### config.mk
export PLATFORM = sky130hd
export DESIGN_NAME = nci_host
export DESIGN_NICKNAME = d
export VERILOG_FILES = /design/src/shared/nci_pkg.sv /design/src/rtl/nci_sync2.sv /design/src/rtl/nci_buf2.sv /design/src/rtl/nci_host.sv
export SDC_FILE = /design/constraint.sdc
export NUM_CORES = 1
export LEC_CHECK = 0
export BUFFER_PORTS_ARGS = -buffer_cell sky130_fd_sc_hd__clkbuf_2
export CAP_MARGIN = 20
export CORE_MARGIN = 3
export CORE_UTILIZATION = 40
export CTS_CLUSTER_SIZE = 20
export DETAILED_ROUTE_END_ITERATION = 8
export PLACE_DENSITY = 0.58
export SLEW_MARGIN = 20
export SYNTH_ARGS = -nofsm -noshare
export SYNTH_HDL_FRONTEND = slang
export SYNTH_SLANG_ARGS = --single-unit
### constraint.sdc
create_clock -name core_clk -period 2.9 [get_ports core_clk]
set_input_delay 0.29 -clock core_clk [delete_from_list [all_inputs] [get_ports core_clk]]
set_output_delay 0.29 -clock core_clk [all_outputs]
set_load 0.05 [all_outputs]
### src/shared/nci_pkg.sv
package nci_pkg;

	// ------------------------------------------------------------
	// array geometry
	// ------------------------------------------------------------
	localparam int unsigned PAGE_COUNT = 131072;
	localparam int unsigned PAGE_BYTES = 528;
	localparam int unsigned SPARE_FIRST_COL = 512;
	localparam int unsigned BLOCK_COUNT = 4096;
	localparam int unsigned PLANE_COUNT = 4;
	localparam int unsigned PLANE_BLOCKS = 1024;
	localparam int unsigned ADDR_BITS = 26;

	// ------------------------------------------------------------
	// command codes
	// ------------------------------------------------------------
	localparam logic [7:0] CMD_READ_LO = 8'h00;
	localparam logic [7:0] CMD_READ_HI = 8'h01;
	localparam logic [7:0] CMD_READ_SPARE = 8'h50;
	localparam logic [7:0] CMD_READ_ID = 8'h90;
	localparam logic [7:0] CMD_RESET = 8'hff;
	localparam logic [7:0] CMD_PROG = 8'h80;
	localparam logic [7:0] CMD_CONF_TRUE = 8'h10;
	localparam logic [7:0] CMD_CONF_DUMMY = 8'h11;
	localparam logic [7:0] CMD_CB_DUMMY = 8'h03;
	localparam logic [7:0] CMD_CB_PROG = 8'h8a;
	localparam logic [7:0] CMD_ERASE = 8'h60;
	localparam logic [7:0] CMD_ERASE_CONF = 8'hd0;
	localparam logic [7:0] CMD_STATUS = 8'h70;
	localparam logic [7:0] CMD_MP_STATUS = 8'h71;

	// ------------------------------------------------------------
	// strobe timing, cycles of the 50 ns core clock
	// ------------------------------------------------------------
	localparam int unsigned CLK_PERIOD_NS = 50;
	localparam int unsigned STROBE_LOW_NS = 50;
	localparam int unsigned STROBE_HIGH_NS = 50;
	localparam logic [3:0] STROBE_LOW_CYC =
		4'((STROBE_LOW_NS + CLK_PERIOD_NS - 1) / CLK_PERIOD_NS);
	localparam logic [3:0] STROBE_HIGH_CYC =
		4'((STROBE_HIGH_NS + CLK_PERIOD_NS - 1) / CLK_PERIOD_NS);
	localparam logic [3:0] BUSY_WAIT_CYC = 4'h4;

	// ------------------------------------------------------------
	// host request kinds
	// ------------------------------------------------------------
	typedef enum logic [2:0] {
		NCI_OP_CMD = 3'b000,
		NCI_OP_ADDR = 3'b001,
		NCI_OP_WDATA = 3'b010,
		NCI_OP_RDATA = 3'b011,
		NCI_OP_WAIT = 3'b100
	} nci_op_e;

endpackage

### src/rtl/nci_sync2.sv
module nci_sync2
	import nci_pkg::*;
#(
	parameter int unsigned W = 1
)(
	// clock and reset
	input wire logic core_clk,
	input wire logic reset,
	// level in and out
	input wire logic [W-1:0] async_in,
	output logic [W-1:0] sync_out
);

	logic [W-1:0] meta_reg;
	logic [W-1:0] sync_reg;

	// two-stage synchroniser, first stage only feeds the second
	always_ff @(posedge core_clk or posedge reset) begin
		if (reset) begin
			meta_reg <= '0;
			sync_reg <= '0;
		end else begin
			meta_reg <= async_in;
			sync_reg <= meta_reg;
		end
	end

	assign sync_out = sync_reg;

endmodule

### src/rtl/nci_buf2.sv
module nci_buf2
	import nci_pkg::*;
#(
	parameter int unsigned W = 8,
	parameter int unsigned DEPTH = 2
)(
	// clock and reset
	input wire logic core_clk,
	input wire logic reset,
	// fill side
	input wire logic in_valid,
	output logic in_ready,
	input wire logic [W-1:0] in_data,
	// drain side
	output logic out_valid,
	input wire logic out_ready,
	output logic [W-1:0] out_data
);

	localparam int unsigned PW = $clog2(DEPTH);

	logic [W-1:0] mem [DEPTH];
	logic [PW-1:0] wr_reg, wr_next, rd_reg, rd_next;
	logic [PW:0] cnt_reg, cnt_next;
	logic push, pop;

	assign push = in_valid && in_ready;
	assign pop = out_valid && out_ready;
	assign in_ready = (cnt_reg < (PW+1)'(DEPTH)); // room while not full
	assign out_valid = (cnt_reg != '0);
	assign out_data = mem[rd_reg];

	// pointer and count update
	always_comb begin
		wr_next = push ? ((wr_reg == PW'(DEPTH - 1)) ? '0 : wr_reg + 1'b1) : wr_reg;
		rd_next = pop ? ((rd_reg == PW'(DEPTH - 1)) ? '0 : rd_reg + 1'b1) : rd_reg;
		cnt_next = cnt_reg + (PW+1)'(push) - (PW+1)'(pop);
	end

	always_ff @(posedge core_clk or posedge reset) begin
		if (reset) begin
			wr_reg <= '0;
			rd_reg <= '0;
			cnt_reg <= '0;
		end else begin
			wr_reg <= wr_next;
			rd_reg <= rd_next;
			cnt_reg <= cnt_next;
		end
	end

	// storage, written only on push
	always_ff @(posedge core_clk) begin
		if (push) begin
			mem[wr_reg] <= in_data;
		end
	end

endmodule

### src/rtl/nci_host.sv
module nci_host
	import nci_pkg::*;
#(
	parameter bit LOW_VOLTAGE = 1'b0
)(
	// clock and reset
	input wire logic core_clk,
	input wire logic reset,
	// request port
	input wire logic req_valid,
	output logic req_ready,
	input wire logic [2:0] req_op,
	input wire logic [7:0] req_byte,
	input wire logic req_last,
	output logic req_error,
	// read data port
	output logic rd_valid,
	input wire logic rd_ready,
	output logic [7:0] rd_data,
	// flash pins
	output logic chip_sel_n,
	output logic cmd_latch,
	output logic addr_latch,
	output logic write_strobe_n,
	output logic output_strobe_n,
	output logic write_prot_n,
	input wire logic [7:0] io_in,
	output logic [7:0] io_out,
	output logic io_oe_n,
	input wire logic ready_busy,
	// status
	output logic flash_busy
);

	// ------------------------------------------------------------
	// state and declarations
	// ------------------------------------------------------------
	typedef enum logic [2:0] {
		NCI_IDLE = 3'b000,
		NCI_WLOW = 3'b001,
		NCI_WHIGH = 3'b010,
		NCI_RLOW = 3'b011,
		NCI_RHIGH = 3'b100,
		NCI_BWAIT = 3'b101
	} nci_state_e;

	nci_state_e state_reg, state_next;
	logic [3:0] cnt_reg, cnt_next;
	logic [2:0] op_reg, op_next;
	logic [7:0] byte_reg, byte_next;
	logic last_reg, last_next;
	logic [2:0] acnt_reg, acnt_next;
	logic [2:0] aneed_reg, aneed_next;
	logic hi_half_reg, hi_half_next;
	logic err_reg, err_next;
	logic [7:0] io_sync;
	logic rb_sync;
	logic buf_in_ready;
	logic buf_in_valid;
	logic [7:0] buf_in_data;
	logic take;

	// pin inputs through two flip-flops
	nci_sync2 #(.W(9)) u_sync (
		.core_clk(core_clk),
		.reset(reset),
		.async_in({ready_busy, io_in}),
		.sync_out({rb_sync, io_sync})
	);

	// read bytes pass a two-entry buffer so a stall loses nothing
	nci_buf2 #(.W(8), .DEPTH(2)) u_buf (
		.core_clk(core_clk),
		.reset(reset),
		.in_valid(buf_in_valid),
		.in_ready(buf_in_ready),
		.in_data(buf_in_data),
		.out_valid(rd_valid),
		.out_ready(rd_ready),
		.out_data(rd_data)
	);

	// ------------------------------------------------------------
	// command checks
	// ------------------------------------------------------------
	function automatic logic cmd_defined(input logic [7:0] c, input logic lv);
		logic mp;
		mp = (c == CMD_CONF_DUMMY) || (c == CMD_CB_DUMMY) || (c == CMD_CB_PROG)
			|| (c == CMD_MP_STATUS);
		cmd_defined = (c == CMD_READ_LO) || (c == CMD_READ_HI) || (c == CMD_READ_SPARE)
			|| (c == CMD_READ_ID) || (c == CMD_RESET) || (c == CMD_PROG)
			|| (c == CMD_CONF_TRUE) || (c == CMD_ERASE) || (c == CMD_ERASE_CONF)
			|| (c == CMD_STATUS) || (mp && !lv);
	endfunction

	function automatic logic busy_ok(input logic [7:0] c);
		busy_ok = (c == CMD_RESET) || (c == CMD_STATUS) || (c == CMD_MP_STATUS);
	endfunction

	// a request is refused when it would break the command set or busy rules
	function automatic logic refuse(input logic [2:0] op, input logic [7:0] c,
			input logic busy, input logic lv, input logic [2:0] na, input logic [2:0] ac);
		refuse = 1'b0;
		if (op == NCI_OP_CMD) begin
			refuse = !cmd_defined(c, lv) || (busy && !busy_ok(c));
		end else if (op == NCI_OP_ADDR) begin
			refuse = busy || (ac >= na);
		end else if (op == NCI_OP_WDATA || op == NCI_OP_RDATA) begin
			refuse = busy;
		end
	endfunction

	assign take = req_valid && req_ready;
	assign req_ready = (state_reg == NCI_IDLE) && buf_in_ready;
	assign req_error = err_reg;
	assign flash_busy = !rb_sync;
	assign write_prot_n = 1'b1;

	// ------------------------------------------------------------
	// sequencer
	// ------------------------------------------------------------
	always_comb begin
		state_next = state_reg;
		cnt_next = cnt_reg;
		op_next = op_reg;
		byte_next = byte_reg;
		last_next = last_reg;
		acnt_next = acnt_reg;
		aneed_next = aneed_reg;
		hi_half_next = hi_half_reg;
		err_next = 1'b0;
		buf_in_valid = 1'b0;
		buf_in_data = io_sync;
		unique case (state_reg)
			NCI_IDLE: begin
				if (take) begin
					if (refuse(req_op, req_byte, !rb_sync, LOW_VOLTAGE, aneed_reg,
							acnt_reg)) begin
						err_next = 1'b1;
					end else begin
						op_next = req_op;
						byte_next = req_byte;
						last_next = req_last;
						cnt_next = STROBE_LOW_CYC;
						if (req_op == NCI_OP_WAIT) begin
							state_next = NCI_BWAIT;
							cnt_next = BUSY_WAIT_CYC;
						end else if (req_op == NCI_OP_RDATA) begin
							state_next = NCI_RLOW;
						end else begin
							state_next = NCI_WLOW;
						end
						if (req_op == NCI_OP_CMD) begin
							acnt_next = '0;
							// erase takes three row cycles, read ID one, reads, program and copy-back dummy four, the rest none
							if (req_byte == CMD_ERASE) begin
								aneed_next = 3'd3;
							end else if (req_byte == CMD_READ_ID) begin
								aneed_next = 3'd1;
							end else if (req_byte == CMD_READ_LO || req_byte == CMD_READ_HI
									|| req_byte == CMD_READ_SPARE || req_byte == CMD_PROG
									|| req_byte == CMD_CB_DUMMY) begin
								aneed_next = 3'd4;
							end else begin
								aneed_next = '0;
							end
							if (req_byte == CMD_READ_HI) begin
								hi_half_next = 1'b1;
							end else if (req_byte == CMD_READ_LO || req_byte == CMD_RESET) begin
								hi_half_next = 1'b0;
							end
						end else if (req_op == NCI_OP_ADDR) begin
							acnt_next = acnt_reg + 3'd1;
						end
					end
				end
			end
			NCI_WLOW: begin
				// hold write strobe low for its time
				cnt_next = cnt_reg - 4'd1;
				if (cnt_reg == 4'd1) begin
					state_next = NCI_WHIGH;
					cnt_next = STROBE_HIGH_CYC;
				end
			end
			NCI_RLOW: begin
				cnt_next = cnt_reg - 4'd1;
				if (cnt_reg == 4'd1) begin
					// one extra high cycle covers the two-flop lag on the bus
					state_next = NCI_RHIGH;
					cnt_next = STROBE_HIGH_CYC + 4'd1;
					hi_half_next = 1'b0;
				end
			end
			NCI_WHIGH, NCI_RHIGH: begin
				cnt_next = cnt_reg - 4'd1;
				if (cnt_reg == 4'd1) begin
					// a read byte is taken once it has passed the synchroniser
					buf_in_valid = (state_reg == NCI_RHIGH);
					state_next = NCI_IDLE;
				end
			end
			NCI_BWAIT: begin
				// allow ready/busy time to fall before trusting it
				if (cnt_reg != 4'd0) begin
					cnt_next = cnt_reg - 4'd1;
				end else if (rb_sync) begin
					state_next = NCI_IDLE;
				end
			end
			default: begin
				state_next = NCI_IDLE;
			end
		endcase
	end

	always_ff @(posedge core_clk or posedge reset) begin
		if (reset) begin
			state_reg <= NCI_IDLE;
			cnt_reg <= '0;
			op_reg <= NCI_OP_CMD;
			byte_reg <= '0;
			last_reg <= 1'b1;
			acnt_reg <= '0;
			aneed_reg <= '0;
			hi_half_reg <= 1'b0;
			err_reg <= 1'b0;
		end else begin
			state_reg <= state_next;
			cnt_reg <= cnt_next;
			op_reg <= op_next;
			byte_reg <= byte_next;
			last_reg <= last_next;
			acnt_reg <= acnt_next;
			aneed_reg <= aneed_next;
			hi_half_reg <= hi_half_next;
			err_reg <= err_next;
		end
	end

	// ------------------------------------------------------------
	// pin drive
	// ------------------------------------------------------------
	logic ce_n_reg, cle_reg, ale_reg, we_n_reg, re_n_reg, oe_n_reg;
	logic [7:0] io_reg;

	always_ff @(posedge core_clk or posedge reset) begin
		if (reset) begin
			ce_n_reg <= 1'b1;
			cle_reg <= 1'b0;
			ale_reg <= 1'b0;
			we_n_reg <= 1'b1;
			re_n_reg <= 1'b1;
			oe_n_reg <= 1'b1;
			io_reg <= '0;
		end else begin
			// strobe low with latch enables marking the byte
			we_n_reg <= !(state_next == NCI_WLOW);
			re_n_reg <= !(state_next == NCI_RLOW);
			cle_reg <= (state_next == NCI_WLOW || state_next == NCI_WHIGH)
				&& op_next == NCI_OP_CMD;
			ale_reg <= (state_next == NCI_WLOW || state_next == NCI_WHIGH)
				&& op_next == NCI_OP_ADDR;
			oe_n_reg <= !(state_next == NCI_WLOW || state_next == NCI_WHIGH);
			// fourth address cycle forces the upper seven bits low
			io_reg <= (op_next == NCI_OP_ADDR && acnt_next == 3'd4)
				? {7'h00, byte_next[0]} : byte_next;
			// select held low through a busy wait
			ce_n_reg <= (state_next == NCI_IDLE) && last_next && !(op_next == NCI_OP_WAIT);
		end
	end

	assign chip_sel_n = ce_n_reg;
	assign cmd_latch = cle_reg;
	assign addr_latch = ale_reg;
	assign write_strobe_n = we_n_reg;
	assign output_strobe_n = re_n_reg;
	assign io_out = io_reg;
	assign io_oe_n = oe_n_reg;
endmodule

==> impl_metrics.yaml <==
floorplan:
  die_height_um: 99.62
  dieArea_sq_mm: 0.009924
  io_pins: 52
  core-area_sq_mm: 0.008382
  rows: 33
  initial_core_util: 0.4183
  die_w_um: 99.62
grt:
  antenna_found_initial: 0
  grt_use_met3: 0.02805
  grt_pass1_wl_mm: 11.89
  grt_max_degree: 62
  first_global_vias: 2422
  use_met1: 0.2091
  busiest_layer: "met2"
  track_usage: 0.1528
  use_met2: 0.2433
  overflow: 0
synthesis:
  ys_dominant_reg_cell: "dfrtp_1"
  synth-seq-cells: 77
  synth.avg_cell_area_sq_um: 11.38
  async_flop_share: 0.7922
  yosysUniqueCellTypes: 61
  yosysWarnings: 0
  syn-num-nets: 342
  synth_edf_count: 16
  ys_seq_area_frac: 0.5742
  synth_cells: 308
  netlist_area_sq_mm: 0.003506
place:
  gp_congestion: 0.8512
  dp_hpwl_mm: 4.973
  io_buffers: 50
  pre_cts_slack_ns: 0.2960
layout:
  fillers: 784
  final_core_util: 0.4807
  largest_reg_flops: 16
  final_nets: 394
  regArea_sq_mm: 0.002013
  num_antenna_cells: 0
  multiInputGateArea_sq_mm: 0.001353
  drive_gt1_frac: 0.2986
  syn2layout_area_growth_pct: 14.92
  final_cell_mix: "56 x dfrtp_1, 50 x clkbuf_2, 39 x nand2_1"
  final_common_cell: "dfrtp_1"
clocking:
  htree_num_levels: 3
  cts_root_buffer: "clkbuf_8"
  post_cts.repair.setup_buffers: 0
  cts_tree: "built"
  clockBufferDepth: 2
  cts.repair.resized: 0
  postCtsHoldBufs: 0
  clk_pin_slew_ns: 0.09
  cts_buffers: 9
  insertion_delay_ns: 0.34
  cts.sinks: 77
route:
  viasPerCell: 5.072
  dr_total_vias: 2384
  dr.pass1.iters: 4
  drt_iter0_drc: 121
  routed_wl_mm: 6.895
  ant_nets: 0
  wl_per_cell_um: 14.67
  drcViolationCount: 0
sta:
  slew_viol_final: 0
  hold_ws_ns: 0.04325
  setup_tns_ns: 0
  setup_viol: 0
  worst_pin_slew_ns: 0.7631
  slew_headroom: 0.4913
  rsz0062_at_grt: "false"
  timing.final.ws_setup_ns: 0.3135
  fmax_ghz: 0.3866
  hold_violations: 0
  fin_worst_skew_ns: 0.009921
  period_needed_ns: 2.587
  finalCritPeriodShare: 0.8919
worst_setup_path:
  crit_required_ns: 3.13
  worstSetupPathType: "register to register"
  crit_arrival_ns: 2.81
  r2r-start: "acnt_reg[0]$_DFF_PP0_"
  endpoint_kind: "register"
  start_kind: "register"
  r2r_setup_slack_ns: 0.31
  reg2regPathDepth: 9
  crit_fanout: 8
  r2r_end: "io_out[7]$_DFF_PP0_"
run:
  drv_cap: 0
run_status:
  status: "complete, no violations"
pwr:
  power_mw: 3.997
  p_leak_nw: 1.785
  power_density_mw_per_mm2: 992.1
  irDropWorstVdd_mv: 0.3681
worst_hold_path:
  hold_end: "u_sync.meta_reg[7]$_DFF_PP0_"
  min_path_cells: 1
  hold_start: "io_in[7]"
  hp-class: "input port to register"
-- worst max-delay path by stage --
stage / startpoint / end / slack (ns) / cells after the start
after global placement: acnt_reg[0]$_DFF_PP0_ / io_out[3]$_DFF_PP0_ / 0.35 / 9
after floorplan: state_reg[2]$_DFF_PP0_ / io_out[1]$_DFF_PP0_ / 0.40 / 8
after global routing: acnt_reg[0]$_DFF_PP0_ / io_out[5]$_DFF_PP0_ / 0.16 / 9
after CTS: acnt_reg[0]$_DFF_PP0_ / io_out[7]$_DFF_PP0_ / 0.30 / 9
final: acnt_reg[0]$_DFF_PP0_ / io_out[7]$_DFF_PP0_ / 0.31 / 9
after detailed placement: acnt_reg[0]$_DFF_PP0_ / io_out[7]$_DFF_PP0_ / 0.30 / 9
-- metal layers --
layer	vias up	share of wire
met2	55	0.46
met5	-	0
met4	0	0.016
li1	1189	-
met3	12	0.040
met1	1128	0.48
-- Yosys cell counts (all sizes together), types with 2 or more instances --
cell type   n  area share
nor3        8       0.011
nand3b      3      0.0064
nand2b      2      0.0036
a2bb2oi     2      0.0050
or3         6       0.011
and2        6       0.011
nand3       9       0.013
a21o        2      0.0043
clkbuf      6      0.0064
nor2       13       0.014
a221oi      2      0.0068
o21ai      17       0.024
ha          9       0.032
inv        17       0.018
dfrtp      56        0.40
o22ai       4      0.0071
nor2b       9       0.020
a21oi      11       0.020
edfxtp     16        0.14
nand2      41       0.045
and3        3      0.0054
xor2        2      0.0050
mux2       14       0.050
buf         8       0.015
dfstp       5       0.037
nand4       2      0.0036
a211oi      3      0.0064
a31oi       5      0.0089
nor4        2      0.0079
or2         3      0.0061
o211ai      2      0.0057
xnor2       3      0.0075
o31ai       4       0.010
-- worst max-delay path: stages, from the launching register on --
cell       delay, ns
dfrtp_1         0.43
inv_1           0.06
ha_1            0.28
nand2b_1        0.14
a2111o_1        0.44
a31o_4          0.29
or2_4           0.27
a2bb2oi_1       0.17
a21oi_4         0.32
nor2b_2         0.07
-- final cells by class --
cell class / instances / share of cell area
clock buffers: 9 / 0.03075
multi-input cells: 200 / 0.3357
flip-flops and latches: 77 / 0.4997
inverters: 17 / 0.01584
repair buffers: 55 / 0.07143
clock inverters: 7 / 0.01398
well taps: 105 / 0.03261
-- cell families (layout without fill, tap and decap cells) --
group                      after synthesis  after routing  synth area share
muxes                                   15             15           0.05318
DFF                                     77             77            0.5742
buffers and inverters                   31             88           0.03997
and+or+nand+nor                        111            111            0.1681
other                                    1              1          0.001070
AOI/OAI and AO/OA                       59             59            0.1188
xor gates and xnor gates                 5              5           0.01249
adders and majority gates                9              9           0.03212
-- through the flow --
| stage | instances | cell area (sq um) |
|---|---|---|
| finish | 470 | 4029 |
| global route | 470 | 4029 |
| CTS | 470 | 4029 |
| detailed placement | 454 | 3849 |
| global placement | 454 | 3849 |
| floorplan | 308 | 3506 |
-- power breakdown --
part	internal, mW	leakage [nW]	switching [mW]
logic	0.576	0.806	1.11
clock network	0.324	0.0963	0.425
registers	1.38	0.882	0.188
(Power assumes the default switching activity.)
